<file path="config.mk">
export PLATFORM = sky130hd
export DESIGN_NAME = cri_device_end_flat
export DESIGN_NICKNAME = d
export VERILOG_FILES = /design/src/cri_pkg.sv /design/src/cri_link_if.sv /design/src/cri_device_end.sv /design/src/flat_wrapper.sv
export SDC_FILE = /design/constraint.sdc
export NUM_CORES = 1
export LEC_CHECK = 0
export ABC_CLOCK_PERIOD_IN_PS = 4300
export BUFFER_PORTS_ARGS = -buffer_cell sky130_fd_sc_hd__buf_2
export CELL_PAD_IN_SITES_DETAIL_PLACEMENT = 0
export CELL_PAD_IN_SITES_GLOBAL_PLACEMENT = 2
export CORE_ASPECT_RATIO = 1.4
export CORE_MARGIN = 10
export CORE_UTILIZATION = 29
export DETAILED_ROUTE_END_ITERATION = 6
export GPL_ROUTABILITY_DRIVEN = 0
export GPL_TIMING_DRIVEN = 0
export PLACE_DENSITY = 0.93
export RECOVER_POWER = 50
export REMOVE_ABC_BUFFERS = 1
export SYNTH_ARGS = -nofsm -noshare
export SYNTH_HDL_FRONTEND = slang
export SYNTH_SLANG_ARGS = --single-unit
</file>
<file path="constraint.sdc">
create_clock -name i_clock -period 4.3 [get_ports i_clock]
set_clock_uncertainty 0.15 [all_clocks]
set_input_delay 0.86 -clock i_clock [delete_from_list [all_inputs] [get_ports i_clock]]
set_output_delay 0.86 -clock i_clock [all_outputs]
set_load 0.02 [all_outputs]
</file>
<file path="src/cri_pkg.sv">
package cri_pkg;

   // ======================================================================
   // Timing.
   localparam int unsigned CLK_NS      = 40;
   localparam int unsigned UNIT_NS     = 100000;
   localparam int unsigned TICK_CYC    = UNIT_NS / CLK_NS;

   // ======================================================================
   // Command block layout, as word indices from the block base.
   localparam int unsigned BLK_WORDS   = 12;
   localparam int unsigned W_LEN       = 0;
   localparam int unsigned W_MODE      = 1;
   localparam int unsigned W_STYPE     = 2;
   localparam int unsigned W_SOFF      = 3;
   localparam int unsigned W_IDLE      = 4;
   localparam int unsigned W_MAXT      = 5;
   localparam int unsigned W_CMD       = 6;
   localparam logic [15:0] LEN_MIN     = 16'h0001;
   localparam logic [15:0] LEN_MAX     = 16'h0006;
   localparam int unsigned MODE_BIT    = 0;

   // ======================================================================
   // Command numbers.
   localparam logic [15:0] CMD_FIRST   = 16'h1770;
   localparam logic [15:0] CMD_LINK    = 16'h17d4;
   localparam logic [15:0] CMD_LAST    = 16'h1837;
   localparam logic [15:0] CMD_SETQ    = 16'h1771;
   localparam logic [15:0] CMD_CLRD    = 16'h1772;
   localparam logic [15:0] CMD_RDD     = 16'h1773;
   localparam logic [15:0] CMD_RDREG   = 16'h17d5;
   localparam logic [15:0] CMD_RDIN    = 16'h17d6;
   localparam logic [15:0] CMD_RDOUT   = 16'h17d7;
   localparam logic [15:0] CMD_RDQ     = 16'h17dd;
   localparam logic [15:0] CMD_BITWR   = 16'h17de;
   localparam logic [15:0] CMD_WRREG   = 16'h17df;
   localparam logic [15:0] CMD_WRIN    = 16'h17e0;
   localparam logic [15:0] CMD_WROUT   = 16'h17e1;

   // ======================================================================
   // Status word codes.
   localparam logic [7:0]  MAJ_OK      = 8'h01;
   localparam logic [7:0]  MAJ_LEN     = 8'h02;
   localparam logic [7:0]  MAJ_MODE    = 8'h03;
   localparam logic [7:0]  MAJ_RANGE   = 8'h04;
   localparam logic [7:0]  MAJ_ROLE    = 8'h05;
   localparam logic [7:0]  MAJ_NOIMP   = 8'h06;
   localparam logic [7:0]  SEC_NONE    = 8'h00;
   localparam logic [7:0]  SEC_ERR     = 8'h01;

   // ======================================================================
   // Status memory types and the areas they select.
   localparam logic [15:0] TYP_REG     = 16'h0008;
   localparam logic [15:0] TYP_AI      = 16'h000a;
   localparam logic [15:0] TYP_AQ      = 16'h000c;
   localparam logic [15:0] TYP_DI      = 16'h0010;
   localparam logic [15:0] TYP_DQ      = 16'h0012;
   localparam logic [2:0]  AREA_REG    = 3'h0;
   localparam logic [2:0]  AREA_AI     = 3'h1;
   localparam logic [2:0]  AREA_AQ     = 3'h2;
   localparam logic [2:0]  AREA_DI     = 3'h3;
   localparam logic [2:0]  AREA_DQ     = 3'h4;

   // ======================================================================
   // Port roles.
   localparam logic [1:0]  ROLE_MASTER = 2'h0;
   localparam logic [1:0]  ROLE_SLAVE  = 2'h1;
   localparam logic [1:0]  ROLE_RESP   = 2'h2;
   localparam logic [1:0]  ROLE_ORIG   = 2'h3;

   // ======================================================================
   // Device registers, byte addresses, fields and reset values.
   localparam logic [3:0]  REG_CTRL    = 4'h0;
   localparam logic [3:0]  REG_ISTS    = 4'h4;
   localparam logic [3:0]  REG_IMSK    = 4'h8;
   localparam logic [3:0]  REG_LAST    = 4'hc;
   localparam int unsigned CTRL_EN     = 0;
   localparam int unsigned CTRL_ROLE   = 1;
   localparam int unsigned CTRL_DLY    = 8;
   localparam logic [31:0] CTRL_RST    = 32'h0000_0000;
   localparam int unsigned EV_OK       = 0;
   localparam int unsigned EV_ERR      = 1;
   localparam int unsigned EV_LOST     = 2;
   localparam int unsigned EV_BITS     = 3;

   // ======================================================================
   // State codes.
   typedef enum logic [1:0] {
      D_IDLE = 2'b00,
      D_EXEC = 2'b01,
      D_RPT  = 2'b10
   } cri_dev_state_e;

   typedef enum logic [1:0] {
      H_IDLE = 2'b00,
      H_ACK  = 2'b01,
      H_RUN  = 2'b10
   } cri_host_state_e;

endpackage : cri_pkg

</file>
<file path="src/cri_link_if.sv">
`timescale 1ns/100ps
`default_nettype none

interface cri_link_if;

   // Request from the controller CPU.
   logic              req_valid;
   logic [11:0][15:0] req_block;
   // Receipt acknowledge from the coprocessor task.
   logic              req_ack;
   // Status word write into requester memory.
   logic              st_we;
   logic [2:0]        st_area;
   logic [15:0]       st_offset;
   logic [15:0]       st_word;

   modport dev (
      input  req_valid,
      input  req_block,
      output req_ack,
      output st_we,
      output st_area,
      output st_offset,
      output st_word
   );

   modport host (
      output req_valid,
      output req_block,
      input  req_ack,
      input  st_we,
      input  st_area,
      input  st_offset,
      input  st_word
   );

endinterface : cri_link_if

`default_nettype wire

</file>
<file path="src/cri_device_end.sv">
`timescale 1ns/100ps
`default_nettype none

module cri_device_end (
   // Clock and reset.
   input  wire logic        i_clock,
   input  wire logic        i_sys_rst,
   // Avalon-MM slave.
   input  wire logic [3:0]  i_avs_address,
   input  wire logic        i_avs_read,
   input  wire logic        i_avs_write,
   input  wire logic [31:0] i_avs_writedata,
   input  wire logic [3:0]  i_avs_byteenable,
   output logic [31:0]      o_avs_readdata,
   output logic             o_avs_waitrequest,
   // Interrupt.
   output logic             o_irq,
   // Link to the requester.
   cri_link_if.dev          lnk
);

   // =====================================================================
   // State.
   typedef struct packed {
      cri_pkg::cri_dev_state_e st;
      logic [11:0][15:0]       blk;
      logic [7:0]              cnt;
      logic [31:0]             ctrl;
      logic [2:0]              ists;
      logic [2:0]              imsk;
      logic [15:0]             last_cmd;
      logic [15:0]             last_sts;
      logic                    ack;
      logic                    st_we;
      logic [2:0]              area;
      logic [15:0]             offs;
      logic [15:0]             word;
      logic                    bus_ack;
      logic [31:0]             rdata;
   } cri_dev_s;

   cri_dev_s s_r;
   cri_dev_s s_nxt;

   // =====================================================================
   // Required data block size of each implemented command, zero if none.
   function automatic logic [15:0] cri_cmd_size(input logic [15:0] cmd);
      logic [15:0] sz;
      sz = 16'h0000;
      unique case (cmd)
         cri_pkg::CMD_SETQ:  sz = 16'h0003;
         cri_pkg::CMD_CLRD:  sz = 16'h0001;
         cri_pkg::CMD_RDD:   sz = 16'h0006;
         cri_pkg::CMD_RDREG: sz = 16'h0006;
         cri_pkg::CMD_RDIN:  sz = 16'h0006;
         cri_pkg::CMD_RDOUT: sz = 16'h0006;
         cri_pkg::CMD_RDQ:   sz = 16'h0006;
         cri_pkg::CMD_BITWR: sz = 16'h0004;
         cri_pkg::CMD_WRREG: sz = 16'h0006;
         cri_pkg::CMD_WRIN:  sz = 16'h0006;
         cri_pkg::CMD_WROUT: sz = 16'h0006;
         default:            sz = 16'h0000;
      endcase
      return sz;
   endfunction : cri_cmd_size

   // =====================================================================
   // Decode of the latched command block.
   logic [15:0] cmd;
   logic [15:0] len;
   logic [15:0] mode;
   logic [15:0] styp;
   logic [15:0] need;
   logic [1:0]  role;
   logic        link_ok;
   logic [7:0]  maj;
   logic [2:0]  area;
   logic        area_ok;
   logic [31:0] wmask;
   logic        acc;

   always_comb begin
      cmd     = s_r.blk[cri_pkg::W_CMD];
      len     = s_r.blk[cri_pkg::W_LEN];
      mode    = s_r.blk[cri_pkg::W_MODE];
      styp    = s_r.blk[cri_pkg::W_STYPE];
      need    = cri_cmd_size(cmd);
      role    = s_r.ctrl[cri_pkg::CTRL_ROLE +: 2];
      link_ok = role == cri_pkg::ROLE_MASTER || role == cri_pkg::ROLE_ORIG;
      if (len < cri_pkg::LEN_MIN || len > cri_pkg::LEN_MAX) begin
         maj = cri_pkg::MAJ_LEN;
      end else if (mode[15:1] != 15'h0000) begin
         maj = cri_pkg::MAJ_MODE;
      end else if (cmd < cri_pkg::CMD_FIRST || cmd > cri_pkg::CMD_LAST) begin
         maj = cri_pkg::MAJ_RANGE;
      end else if (cmd >= cri_pkg::CMD_LINK && !link_ok) begin
         maj = cri_pkg::MAJ_ROLE;
      end else if (need == 16'h0000) begin
         maj = cri_pkg::MAJ_NOIMP;
      end else if (len != need) begin
         maj = cri_pkg::MAJ_LEN;
      end else begin
         maj = cri_pkg::MAJ_OK;
      end
      area_ok = 1'b1;
      unique case (styp)
         cri_pkg::TYP_REG: area = cri_pkg::AREA_REG;
         cri_pkg::TYP_AI:  area = cri_pkg::AREA_AI;
         cri_pkg::TYP_AQ:  area = cri_pkg::AREA_AQ;
         cri_pkg::TYP_DI:  area = cri_pkg::AREA_DI;
         cri_pkg::TYP_DQ:  area = cri_pkg::AREA_DQ;
         default: begin
            area    = cri_pkg::AREA_REG;
            area_ok = 1'b0;
         end
      endcase
      for (int b = 0; b < 4; b++) begin
         wmask[b*8 +: 8] = {8{i_avs_byteenable[b]}};
      end
      acc = (i_avs_read || i_avs_write) && !s_r.bus_ack;
   end

   // =====================================================================
   // Next state.
   always_comb begin
      s_nxt         = s_r;
      s_nxt.ack     = 1'b0;
      s_nxt.st_we   = 1'b0;
      s_nxt.bus_ack = acc;
      unique case (s_r.st)
         cri_pkg::D_IDLE: begin
            if (s_r.ctrl[cri_pkg::CTRL_EN] && lnk.req_valid) begin
               s_nxt.blk = lnk.req_block;
               s_nxt.ack = 1'b1;
               s_nxt.cnt = s_r.ctrl[cri_pkg::CTRL_DLY +: 8];
               s_nxt.st  = cri_pkg::D_EXEC;
            end
         end
         cri_pkg::D_EXEC: begin
            if (s_r.cnt == 8'h00) begin
               s_nxt.st = cri_pkg::D_RPT;
            end else begin
               s_nxt.cnt = s_r.cnt - 8'h01;
            end
         end
         cri_pkg::D_RPT: begin
            s_nxt.st       = cri_pkg::D_IDLE;
            s_nxt.last_cmd = cmd;
            s_nxt.last_sts = {maj == cri_pkg::MAJ_OK ? cri_pkg::SEC_NONE
                                                     : cri_pkg::SEC_ERR, maj};
            if (area_ok) begin
               s_nxt.st_we = 1'b1;
               s_nxt.area  = area;
               s_nxt.offs  = s_r.blk[cri_pkg::W_SOFF];
               s_nxt.word  = s_nxt.last_sts;
            end
         end
         default: begin
            s_nxt.st = cri_pkg::D_IDLE;
         end
      endcase
      // Register reads are answered on the second cycle of an access.
      if (acc && i_avs_read) begin
         unique case (i_avs_address)
            cri_pkg::REG_CTRL: s_nxt.rdata = s_r.ctrl;
            cri_pkg::REG_ISTS: s_nxt.rdata = {29'h0000_0000, s_r.ists};
            cri_pkg::REG_IMSK: s_nxt.rdata = {29'h0000_0000, s_r.imsk};
            cri_pkg::REG_LAST: s_nxt.rdata = {s_r.last_cmd, s_r.last_sts};
            default:           s_nxt.rdata = 32'h0000_0000;
         endcase
      end
      if (s_r.bus_ack && i_avs_write) begin
         unique case (i_avs_address)
            cri_pkg::REG_CTRL: begin
               s_nxt.ctrl = (s_r.ctrl & ~wmask) | (i_avs_writedata & wmask);
            end
            cri_pkg::REG_ISTS: begin
               s_nxt.ists = s_r.ists & ~(i_avs_writedata[2:0] & wmask[2:0]);
            end
            cri_pkg::REG_IMSK: begin
               s_nxt.imsk = (s_r.imsk & ~wmask[2:0]) | (i_avs_writedata[2:0] & wmask[2:0]);
            end
            default: begin
            end
         endcase
      end
      // A completion event in the clearing cycle still sets its bit.
      if (s_r.st == cri_pkg::D_RPT) begin
         s_nxt.ists[cri_pkg::EV_OK]   = s_nxt.ists[cri_pkg::EV_OK] | (maj == cri_pkg::MAJ_OK);
         s_nxt.ists[cri_pkg::EV_ERR]  = s_nxt.ists[cri_pkg::EV_ERR] | (maj != cri_pkg::MAJ_OK);
         s_nxt.ists[cri_pkg::EV_LOST] = s_nxt.ists[cri_pkg::EV_LOST] | !area_ok;
      end
   end

   always_ff @(posedge i_clock) begin
      if (i_sys_rst) begin
         s_r      <= '0;
         s_r.st   <= cri_pkg::D_IDLE;
         s_r.ctrl <= cri_pkg::CTRL_RST;
      end else begin
         s_r <= s_nxt;
      end
   end

   // =====================================================================
   // Outputs.
   assign o_avs_readdata    = s_r.rdata;
   assign o_avs_waitrequest = (i_avs_read || i_avs_write) && !s_r.bus_ack;
   assign o_irq             = |(s_r.ists & s_r.imsk);
   assign lnk.req_ack       = s_r.ack;
   assign lnk.st_we         = s_r.st_we;
   assign lnk.st_area       = s_r.area;
   assign lnk.st_offset     = s_r.offs;
   assign lnk.st_word       = s_r.word;

endmodule : cri_device_end

`default_nettype wire

</file>
<file path="src/flat_wrapper.sv">
// flat-port wrapper written by rule: the top's interface ports become plain ports
module cri_device_end_flat 
  (i_clock, i_sys_rst, i_avs_address, i_avs_read, i_avs_write, i_avs_writedata, i_avs_byteenable, o_avs_readdata, o_avs_waitrequest, o_irq, lnk_req_valid, lnk_req_block, lnk_req_ack, lnk_st_we, lnk_st_area, lnk_st_offset, lnk_st_word);
  cri_link_if lnk_i ();
  input  wire logic i_clock;
  input  wire logic i_sys_rst;
  input  wire logic [3:0] i_avs_address;
  input  wire logic i_avs_read;
  input  wire logic i_avs_write;
  input  wire logic [31:0] i_avs_writedata;
  input  wire logic [3:0] i_avs_byteenable;
  output logic [31:0] o_avs_readdata;
  output logic o_avs_waitrequest;
  output logic o_irq;
  input wire logic [$bits(lnk_i.req_valid)-1:0] lnk_req_valid;
  input wire logic [$bits(lnk_i.req_block)-1:0] lnk_req_block;
  output wire logic [$bits(lnk_i.req_ack)-1:0] lnk_req_ack;
  output wire logic [$bits(lnk_i.st_we)-1:0] lnk_st_we;
  output wire logic [$bits(lnk_i.st_area)-1:0] lnk_st_area;
  output wire logic [$bits(lnk_i.st_offset)-1:0] lnk_st_offset;
  output wire logic [$bits(lnk_i.st_word)-1:0] lnk_st_word;
  assign lnk_i.req_valid = lnk_req_valid;
  assign lnk_i.req_block = lnk_req_block;
  assign lnk_req_ack = lnk_i.req_ack;
  assign lnk_st_we = lnk_i.st_we;
  assign lnk_st_area = lnk_i.st_area;
  assign lnk_st_offset = lnk_i.st_offset;
  assign lnk_st_word = lnk_i.st_word;
  cri_device_end u_core (.i_clock(i_clock), .i_sys_rst(i_sys_rst), .i_avs_address(i_avs_address), .i_avs_read(i_avs_read), .i_avs_write(i_avs_write), .i_avs_writedata(i_avs_writedata), .i_avs_byteenable(i_avs_byteenable), .o_avs_readdata(o_avs_readdata), .o_avs_waitrequest(o_avs_waitrequest), .o_irq(o_irq), .lnk(lnk_i));
endmodule
</file>
### After elaboration in Yosys (flattened, before gate mapping)

Index checks and enable logic that the tools add are counted.

| word-level totals | value |
|---|---|
| input port bits | 237 |
| output and inout port bits | 71 |
| logic and storage cells | 128 |
| bits in registers | 342 |

| operators by class | value |
|---|---|
| reductions and logical operators | 30 |
| order comparisons | 5 |
| bitwise operators | 16 |
| $add $sub $neg | 1 |
| mux-type cells | 22 |
| eq/ne operators | 28 |

Operator list:

| kind | number |
|---|---|
| $mux W202 | 1 |
| $eq A16 B13 Y1 const B | 11 |
| $pmux W32 S4 | 1 |
| $and A32 B32 Y32 | 2 |
| $eq A16 B4 Y1 const B | 3 |
| $mux W8 | 6 |
| $mux W36 | 1 |
| $eq A16 B5 Y1 const B | 2 |
| $not A32 Y32 | 1 |
| $or A32 B32 Y32 | 1 |
| $pmux W3 S4 | 2 |
| $ge A16 B13 Y1 const B | 1 |
| $gt A16 B13 Y1 const B | 1 |
| $gt A16 B3 Y1 const B | 1 |
| $logic_not A16 Y1 | 1 |
| $lt A16 B1 Y1 const B | 1 |
| $lt A16 B13 Y1 const B | 1 |
| $ne A16 B3 Y1 | 1 |
| $pmux W8 S2 | 1 |
| $reduce_bool A15 Y1 | 1 |
| $and A3 B3 Y3 | 4 |
| $reduce_and A2 Y1 | 5 |
| $mux W3 | 3 |
| $eq A4 B4 Y1 const B | 2 |
| 28 further kinds | 48 |

### Depth between registers and ports, before layout

Gate-level depths: netlist (run 1).

| logic depth | value |
|---|---|
| depth after elaboration | 13 |
| gate-level depth with buffers | 8 |
| depth with buffers taken out | 7 |

### Least setup slack after synthesis (run 1)

OpenSTA, ideal clock, no wires.

| path | value |
|---|---|
| path kind | input port to flip-flop |
| start | in i_avs_address[1] |
| end | reg (tool-made name) |
| required time | 4.080 ns |
| arrival time | 2.334 ns |
| slack | 1.746 ns |
| library setup time | 0.070 ns |
| stages on the path | 6 |
| path buffers | 2 |
| cells stage by stage | nor4_1 -> and3_1 -> clkbuf_1 -> buf_2 -> nand3_1 -> a21oi_1 |

RTL lines:

| element | RTL line | source |
|---|---|---|
| start, declared | flat_wrapper.sv:7 | `input wire logic [3:0] i_avs_address;` |

==> results of run 1 <==
worst max-delay path by stage:
stage,from,end,slack (ns),depth (start not counted)
finish,i_avs_address[1],flip-flop,0.84,7
global route,i_avs_address[1],flip-flop,0.54,7
CTS,i_avs_address[1],flip-flop,0.83,7
detailed placement,i_avs_address[1],flip-flop,0.30,7
global placement,lnk_req_valid,u_core.cmd[0],-5.06,5
floorplan,lnk_req_valid,u_core.s_r[143],-1.51,6
cells by family (layout without fill, tap and decap cells):
kind of cell | after synthesis | in the layout | share of synthesized area
and+or+nand+nor | 484 | 484 | 0.238
AOI/OAI and AO/OA | 256 | 256 | 0.171
DFF | 205 | 205 | 0.471
buffers and inverters | 149 | 243 | 0.0946
muxes | 14 | 14 | 0.0164
xor gates and xnor gates | 5 | 5 | 0.00503
adders and majority gates | 2 | 2 | 0.00287
other | 1 | 15 | 0.000431
per-stage QoR:
step	std cells	setup TNS (ns)	power (mW)	worst slack (ns)
after floorplan	987	-115.08	1.98	-1.51
after global placement	1554	-562.76	2.08	-5.06
after detailed placement	1567	0	2.09	0.300
after CTS	1606	0	4.14	0.833
after global routing	1609	0	4.22	0.540
final	1609	0	4.07	0.840
layer usage:
| metal | wire [um] | GRT usage | vias to the layer above |
|---|---|---|---|
| li1 | - | - | 3885 |
| met1 | 10300 | 0.143 | 3519 |
| met2 | 13100 | 0.235 | 150 |
| met3 | 1210 | 0.0260 | 36 |
| met4 | 589 | 0.0483 | 0 |
| met5 | 0 | 0 | - |
power groups by stage:
stage | Sequential [mW] | Combinational [mW] | Clock, mW
2_1_floorplan | 1.95 | 0.0318 | 0
3_3_place_gp | 1.95 | 0.137 | 0
3_5_place_dp | 1.95 | 0.143 | 0
4_1_cts | 1.90 | 0.144 | 2.09
5_1_grt | 1.90 | 0.155 | 2.16
6_report | 1.90 | 0.140 | 2.03
final cells by class:
type                    count  share of cell area
flip-flops and latches    205               0.400
multi-input cells         773               0.374
repair buffers            195              0.0995
clock buffers              31              0.0639
well taps                 385              0.0470
clock inverters             8              0.0116
inverters                   9             0.00329
diodes                      3            0.000732
critical path: stages:
cell	delay, ns
sky130_fd_sc_hd__buf_2	0.12
sky130_fd_sc_hd__nor4_2	0.87
sky130_fd_sc_hd__buf_6	0.25
sky130_fd_sc_hd__and3_1	0.85
sky130_fd_sc_hd__nand2_1	0.42
sky130_fd_sc_hd__nand2_1	0.16
sky130_fd_sc_hd__a21oi_1	0.07
layout by cell type, fill, tap and decap left out, types with 5 or more instances in the layout:
cell / instances
sky130_fd_sc_hd__or4_1: 5
sky130_fd_sc_hd__nor2_1: 84
sky130_fd_sc_hd__nand3_1: 45
sky130_fd_sc_hd__inv_1: 9
sky130_fd_sc_hd__clkbuf_8: 5
sky130_fd_sc_hd__clkbuf_1: 35
sky130_fd_sc_hd__buf_6: 6
sky130_fd_sc_hd__a22oi_1: 32
sky130_fd_sc_hd__o21ai_0: 7
sky130_fd_sc_hd__and3_1: 7
sky130_fd_sc_hd__nand2_1: 292
sky130_fd_sc_hd__nor3_1: 12
sky130_fd_sc_hd__dfxtp_1: 205
sky130_fd_sc_hd__conb_1: 12
sky130_fd_sc_hd__buf_2: 149
sky130_fd_sc_hd__mux2i_1: 12
sky130_fd_sc_hd__a211oi_1: 6
sky130_fd_sc_hd__clkbuf_16: 23
sky130_fd_sc_hd__a21oi_1: 185
sky130_fd_sc_hd__nor4_1: 7
==> Flow_metrics.wiki, run 1 <==
{| class="wikitable"
! Metric !! Value
|-
| Result of the run || finished with violations
|-
| Failing checks || capacitance limit, slew limit
|-
| Leakage component of the power || 3.66 nW
|-
| Clock-pin slew on the worst setup and hold paths || 0.06 ns
|-
| Clock root buffer || sky130_fd_sc_hd__clkbuf_16
|-
| Worst hold margin || roughly 0.30 ns
|-
| Initial antenna violation count || 3
|-
| Count of buffers from port buffering || 182
|-
| RR Endpoint || u_core.lnk.st_area[0]
|-
| Number of buffers added by the clock tree synthesis step || 23
|-
| Worst reg2reg startpoint || u_core.styp[12]
|-
| Final global-route overflow total || 0
|-
| Synth top area share || 0.471
|-
| Mapped cell area || approximately 8700 um^2
|-
| Fraction of the yosys area taken by sequential cells || 0.471
|-
| Drt initial violations || between 300 and 400
|-
| Worst Setup End Kind || flip-flop
|-
| Clock tree from TritonCTS || yes
|-
| # H-tree levels || 1
|-
| Clk sinks || 205
|-
| Number of register bits inferred by synthesis || between 200 and 250
|-
| Average vias per placed instance || around 4.7
|-
| Number of nets with antenna violations after routing || 0
|-
| Critical path type || input port to flip-flop
|-
| Die Footprint || 37400 um^2
|-
| Worst relative slew slack || -0.164
|-
| Dominant register cell in the synthesized netlist || sky130_fd_sc_hd__dfxtp_1
|-
| Register-to-register setup slack || between 1 and 1.5 ns
|-
| Power per cell area || between 300 and 400 nW/um^2
|-
| Switching share of total power || 0.215
|-
| Mean instance size in the synthesized netlist || about 8 um^2
|-
| Synth top area cells || sky130_fd_sc_hd__dfxtp_1 47%, sky130_fd_sc_hd__nand2_1 13%, sky130_fd_sc_hd__a21oi_1 11%, sky130_fd_sc_hd__buf_4 5.8%, sky130_fd_sc_hd__nor2_1 3.7%
|-
| Number of hold violations in the final report || 0
|-
| Yosys warning count || 0
|-
| Seq. cell area || 4100 um^2
|-
| Sequential group share of total power || 0.468
|-
| Final worst-path cycle share || 0.805
|-
| Number of violations of the max-capacitance limit || 1
|-
| Slew at the pin closest to its max-slew limit || roughly 1.7 ns
|-
| R2r worst-path depth || 6
|-
| Relative area change from synthesis to final layout || 17.9%
|-
| Period minus WS final || about 3.5 ns
|-
| Worst endpoint required time || between 4 and 5 ns
|-
| I/O pin cnt || a little over 300
|-
| RSZ-0062 raised after global routing || no
|-
| Top-count cell post-synth || sky130_fd_sc_hd__nand2_1
|-
| Core Footprint || 29800 um^2
|-
| Width of the die || approximately 170 um
|-
| Synth area leader || sky130_fd_sc_hd__dfxtp_1
|-
| Final cell area excluding filler cells || 10300 um^2
|-
| Number of distinct library cells after synthesis || 60
|-
| Via count of the first global-routing pass || approximately 7700
|-
| Type of origin of the critical path || input port
|-
| Number of placement rows || 75
|-
| Share of synthesized registers carrying an async set or reset || 0
|-
| Count of flip-flops with a built-in enable after synthesis || 0
|-
| Vias after detailed routing || around 7600
|-
| Min-delay worst type || flip-flop to flip-flop
|-
| Placed wire-length estimate after detailed placement || between 15000 and 20000 um
|-
| Max Fclk || approximately 0.29 GHz
|-
| Arr. time, crit path || around 3.6 ns
|-
| Final Max Tran Viols || 153
|-
| Remaining design rule violation count || 0
|-
| Max Root-Sink Buffers || 3
|-
| Worst-path fanout max || 27
|-
| Placement-stage cell area || 9570 um^2
|-
| Final wirelength || between 20000 and 30000 um
|-
| Initial standard-cell utilization of the core || 0.292
|-
| Final setup vio count || 0
|-
| Worst ir drop on vdd || approximately 210 uV
|-
| Number of buffers added to fix hold violations after cts || 0
|-
| Die height || approximately 220 um
|-
| Depth of the worst hold-timing path || 2
|-
| Aggregate global-route resource usage || 0.128
|-
| Post-CTS Setup Inserts || 0
|-
| Internal power consumption || between 3 and 4 mW
|-
| Largest net degree at the start of global routing || between 150 and 200
|-
| PostCTS Resize Cnt || 0
|-
| Share of post-route cells with drive strength above 1 || 0.175
|-
| Gate count of the mapped netlist || ~1100
|-
| Clk pwr share || 0.498
|-
| Later-pin clock latency in the skew report || 0.51 ns
|-
| Most frequent cells after synthesis || 292 x sky130_fd_sc_hd__nand2_1, 205 x sky130_fd_sc_hd__dfxtp_1, 185 x sky130_fd_sc_hd__a21oi_1
|-
| # nets final || ~1400
|-
| Part of the power in combinational logic || 0.034
|-
| Number of filler instances in the final layout || 3237
|-
| Routed wirelength normalized by instance count || between 15 and 20 um
|-
| Post-layout util || 0.344
|-
| Hold_sp || u_core.o_avs_readdata[7]
|-
| Hold endpoint || u_core.o_avs_readdata[7]
|-
| Net Sw Power || 0.876 mW
|-
| Area of the multi-input gates || 3840 um^2
|-
| First-pass DRT Iterations || 5
|-
| Wire length of the first global-routing pass || 40300 um
|}
Power figures use the tool's default switching activity.
==> run 2: changes to the inputs <==
--- a/config.mk
+++ b/config.mk
@@ -5,17 +5,17 @@
 export SDC_FILE = /design/constraint.sdc
 export NUM_CORES = 1
 export LEC_CHECK = 0
-export ABC_CLOCK_PERIOD_IN_PS = 4300
+export ABC_CLOCK_PERIOD_IN_PS = 2990
 export BUFFER_PORTS_ARGS = -buffer_cell sky130_fd_sc_hd__buf_2
 export CELL_PAD_IN_SITES_DETAIL_PLACEMENT = 0
 export CELL_PAD_IN_SITES_GLOBAL_PLACEMENT = 2
 export CORE_ASPECT_RATIO = 1.4
 export CORE_MARGIN = 10
-export CORE_UTILIZATION = 29
+export CORE_UTILIZATION = 25
 export DETAILED_ROUTE_END_ITERATION = 6
 export GPL_ROUTABILITY_DRIVEN = 0
 export GPL_TIMING_DRIVEN = 0
-export PLACE_DENSITY = 0.93
+export PLACE_DENSITY = 0.86
 export RECOVER_POWER = 50
 export REMOVE_ABC_BUFFERS = 1
 export SYNTH_ARGS = -nofsm -noshare
==> constraint.sdc (replaced) <==
create_clock -name i_clock -period 2.99 [get_ports i_clock]
set_clock_uncertainty 0.15 [all_clocks]
set_input_delay 0.598 -clock i_clock [delete_from_list [all_inputs] [get_ports i_clock]]
set_output_delay 0.598 -clock i_clock [all_outputs]
set_load 0.02 [all_outputs]
==> run 2 against run 1 <==
The flow now finishes without violations. Total power rose by 42%. Core utilization fell by 4.3 points. First-iteration DRC count rose by 15%. Setup slack got worse by 0.47 ns. Highest routed layer is now met5. Die area rose by 14%. Critical path depth did not move. Flip-flop and latch count did not move. Sequential share of layout area fell by 0.21 points. Hold slack got worse by 0.15 ns. Cell count rose by 4.2%. Largest cell class unchanged.
==> Flow_metrics.wiki, run 2 (synthesis results as in run 1) <==
{| class="wikitable"
! Metric !! Value
|-
| Result of the run || finished clean
|-
| Count of buffers from port buffering || between 150 and 200
|-
| Worst relative slew slack || 0.0756
|-
| Width of the die || roughly 180 um
|-
| Number of buffers added to fix hold violations after cts || 0
|-
| Most frequent cells in the layout || 291 x sky130_fd_sc_hd__nand2_1, 205 x sky130_fd_sc_hd__dfxtp_1, 185 x sky130_fd_sc_hd__a21oi_1, 125 x sky130_fd_sc_hd__buf_2, 84 x sky130_fd_sc_hd__nor2_1
|-
| Drt initial violations || 455
|-
| Max Fclk || ~0.38 GHz
|-
| Worst reg2reg startpoint || u_core.s_r[32]
|-
| Initial standard-cell utilization of the core || 0.254
|-
| Placed wire-length estimate after detailed placement || ~19000 um
|-
| Core Footprint || about 34000 um^2
|-
| Clock-pin slew on the worst setup and hold paths || roughly 0.060 ns
|-
| Period minus WS final || about 2.6 ns
|-
| Register-to-register setup slack || around 0.44 ns
|-
| Number of placement rows || 80
|-
| Average vias per placed instance || 4.55
|-
| Hold_sp || lnk_req_block[40]
|-
| Hold endpoint || u_core.styp[8]
|-
| Number of violations of the max-capacitance limit || 0
|-
| Arr. time, crit path || roughly 2.8 ns
|-
| RSZ-0062 raised after global routing || no
|-
| Number of nets with antenna violations after routing || 0
|-
| Final cell area excluding filler cells || 10300 um^2
|-
| Worst-path fanout max || 27
|-
| Max Root-Sink Buffers || 3
|-
| Clock tree from TritonCTS || yes
|-
| Vias after detailed routing || roughly 7600
|-
| Remaining design rule violation count || 0
|-
| Worst Setup End Kind || flip-flop
|-
| Die height || 241 um
|-
| Largest net degree at the start of global routing || 146
|-
| Aggregate global-route resource usage || 0.119
|-
| Accumulated negative setup slack || 0 ns
|-
| # H-tree levels || 1
|-
| Relative area change from synthesis to final layout || 18.5%
|-
| Final Max Tran Viols || 0
|-
| Routed wirelength normalized by instance count || around 16 um
|-
| Critical path type || input port to flip-flop
|-
| Final wirelength || between 20000 and 30000 um
|-
| Final worst-path cycle share || 0.875
|-
| # nets final || approximately 1400
|-
| Die Footprint || ~43000 um^2
|-
| Worst ir drop on vdd || between 300 and 400 uV
|-
| I/O pin cnt || between 300 and 400
|-
| Final global-route overflow total || 0
|-
| Min-delay worst type || input port to flip-flop
|-
| Post-route total power || about 5.8 mW
|-
| Number of hold violations in the final report || 0
|-
| Placement-stage cell area || a little under 10000 um^2
|-
| Slew at the pin closest to its max-slew limit || around 1.4 ns
|-
| Share of post-route cells with drive strength above 1 || 0.156
|-
| Via count of the first global-routing pass || ~7500
|-
| Clock root buffer || sky130_fd_sc_hd__clkbuf_16
|-
| RR Endpoint || u_core.o_avs_readdata[2]
|-
| Number of buffers added by the clock tree synthesis step || 23
|-
| Type of origin of the critical path || input port
|-
| Worst endpoint required time || about 3.2 ns
|-
| Initial antenna violation count || 3
|-
| Number of filler instances in the final layout || 3815
|-
| Wire length of the first global-routing pass || between 40000 and 50000 um
|-
| Later-pin clock latency in the skew report || between 0.5 and 0.6 ns
|-
| R2r worst-path depth || 5
|-
| First-pass DRT Iterations || 5
|-
| Final setup vio count || 0
|-
| Power per cell area || 558 nW/um^2
|-
| Depth of the worst hold-timing path || 3
|-
| Commonest non-fill, non-tap cell in the layout || sky130_fd_sc_hd__nand2_1
|-
| Leakage component of the power || roughly 3.6 nW
|-
| Clk sinks || 205
|}
==> run 2: cell types whose count changed in the layout (fill, tap and decap cells not counted), moves of 2 or more <==
cell	change
sky130_fd_sc_hd__clkbuf_1	+27
sky130_fd_sc_hd__buf_2	-24
sky130_fd_sc_hd__bufinv_16	-2
sky130_fd_sc_hd__clkbuf_8	+2
sky130_fd_sc_hd__buf_8	-2
==> run 2: area by class of cell <==
| class | count | area [um^2] | share of cell area |
|---|---|---|---|
| flip-flops and latches | 205 | 4100 | 0.398 |
| diodes | 2 | 5.00 | 0.000485 |
| multi-input cells | 773 | 3850 | 0.373 |
| clock buffers | 35 | 691 | 0.0670 |
| clock inverters | 6 | 58.8 | 0.00570 |
| repair buffers | 195 | 1010 | 0.0976 |
| inverters | 9 | 33.8 | 0.00328 |
| well taps | 451 | 564 | 0.0547 |
==> run 2: per-layer routing <==
metal / GRT usage / part of all wire
met3: 0.0228 / 0.045
met2: 0.217 / 0.53
met1: 0.135 / 0.41
met4: 0.0408 / 0.022
met5: 0 / 0.00064
==> run 2: how the worst max path moves through the flow <==
stage | startpoint | end | slack [ns] | depth (start not counted)
2_1_floorplan | lnk_req_valid | u_core.s_r[143] | -2.56 | 6
3_3_place_gp | lnk_req_valid | u_core.cmd[0] | -6.57 | 5
3_5_place_dp | i_avs_address[1] | flip-flop | -0.64 | 7
4_1_cts | u_core.s_r[32] | u_core.o_avs_readdata[2] | 0.09 | 5
5_1_grt | i_avs_address[1] | flip-flop | 0.15 | 7
6_report | i_avs_address[1] | flip-flop | 0.37 | 7
==> run 2: timing repair <==
item                                    4_1_cts  5_1_grt
cloned                                        0        0
resized for setup                             2        2
hold endpoints to repair                      0        0
endpoints found under the setup margin       26        7
buffers inserted                              0        0
==> run 2: power by group <==
| group | internal, mW | switching (mW) |
|---|---|---|
| Clock | 1.67 | 1.14 |
| Combinational | 0.0742 | 0.134 |
| Sequential | 2.73 | 0.00340 |
| Total | 4.48 | 1.28 |
==> run 2: worst max-delay path, stage by stage <==
cell	delay [ns]
sky130_fd_sc_hd__buf_2	0.12
sky130_fd_sc_hd__nor4_2	0.76
sky130_fd_sc_hd__buf_6	0.25
sky130_fd_sc_hd__and3_2	0.55
sky130_fd_sc_hd__nand2_1	0.32
sky130_fd_sc_hd__nand2_1	0.14
sky130_fd_sc_hd__a21oi_1	0.07
==> run 2: per-stage QoR <==
step                hold slack, ns  utilization  setup slack, ns  cells
floorplan                    0.275            -            -2.56    987
global placement             0.286        0.276            -6.57   1620
detailed placement           0.293        0.281           -0.642   1633
CTS                          0.114        0.303           0.0858   1674
global route                 0.131        0.301            0.152   1676
finish                       0.146        0.301            0.373   1676
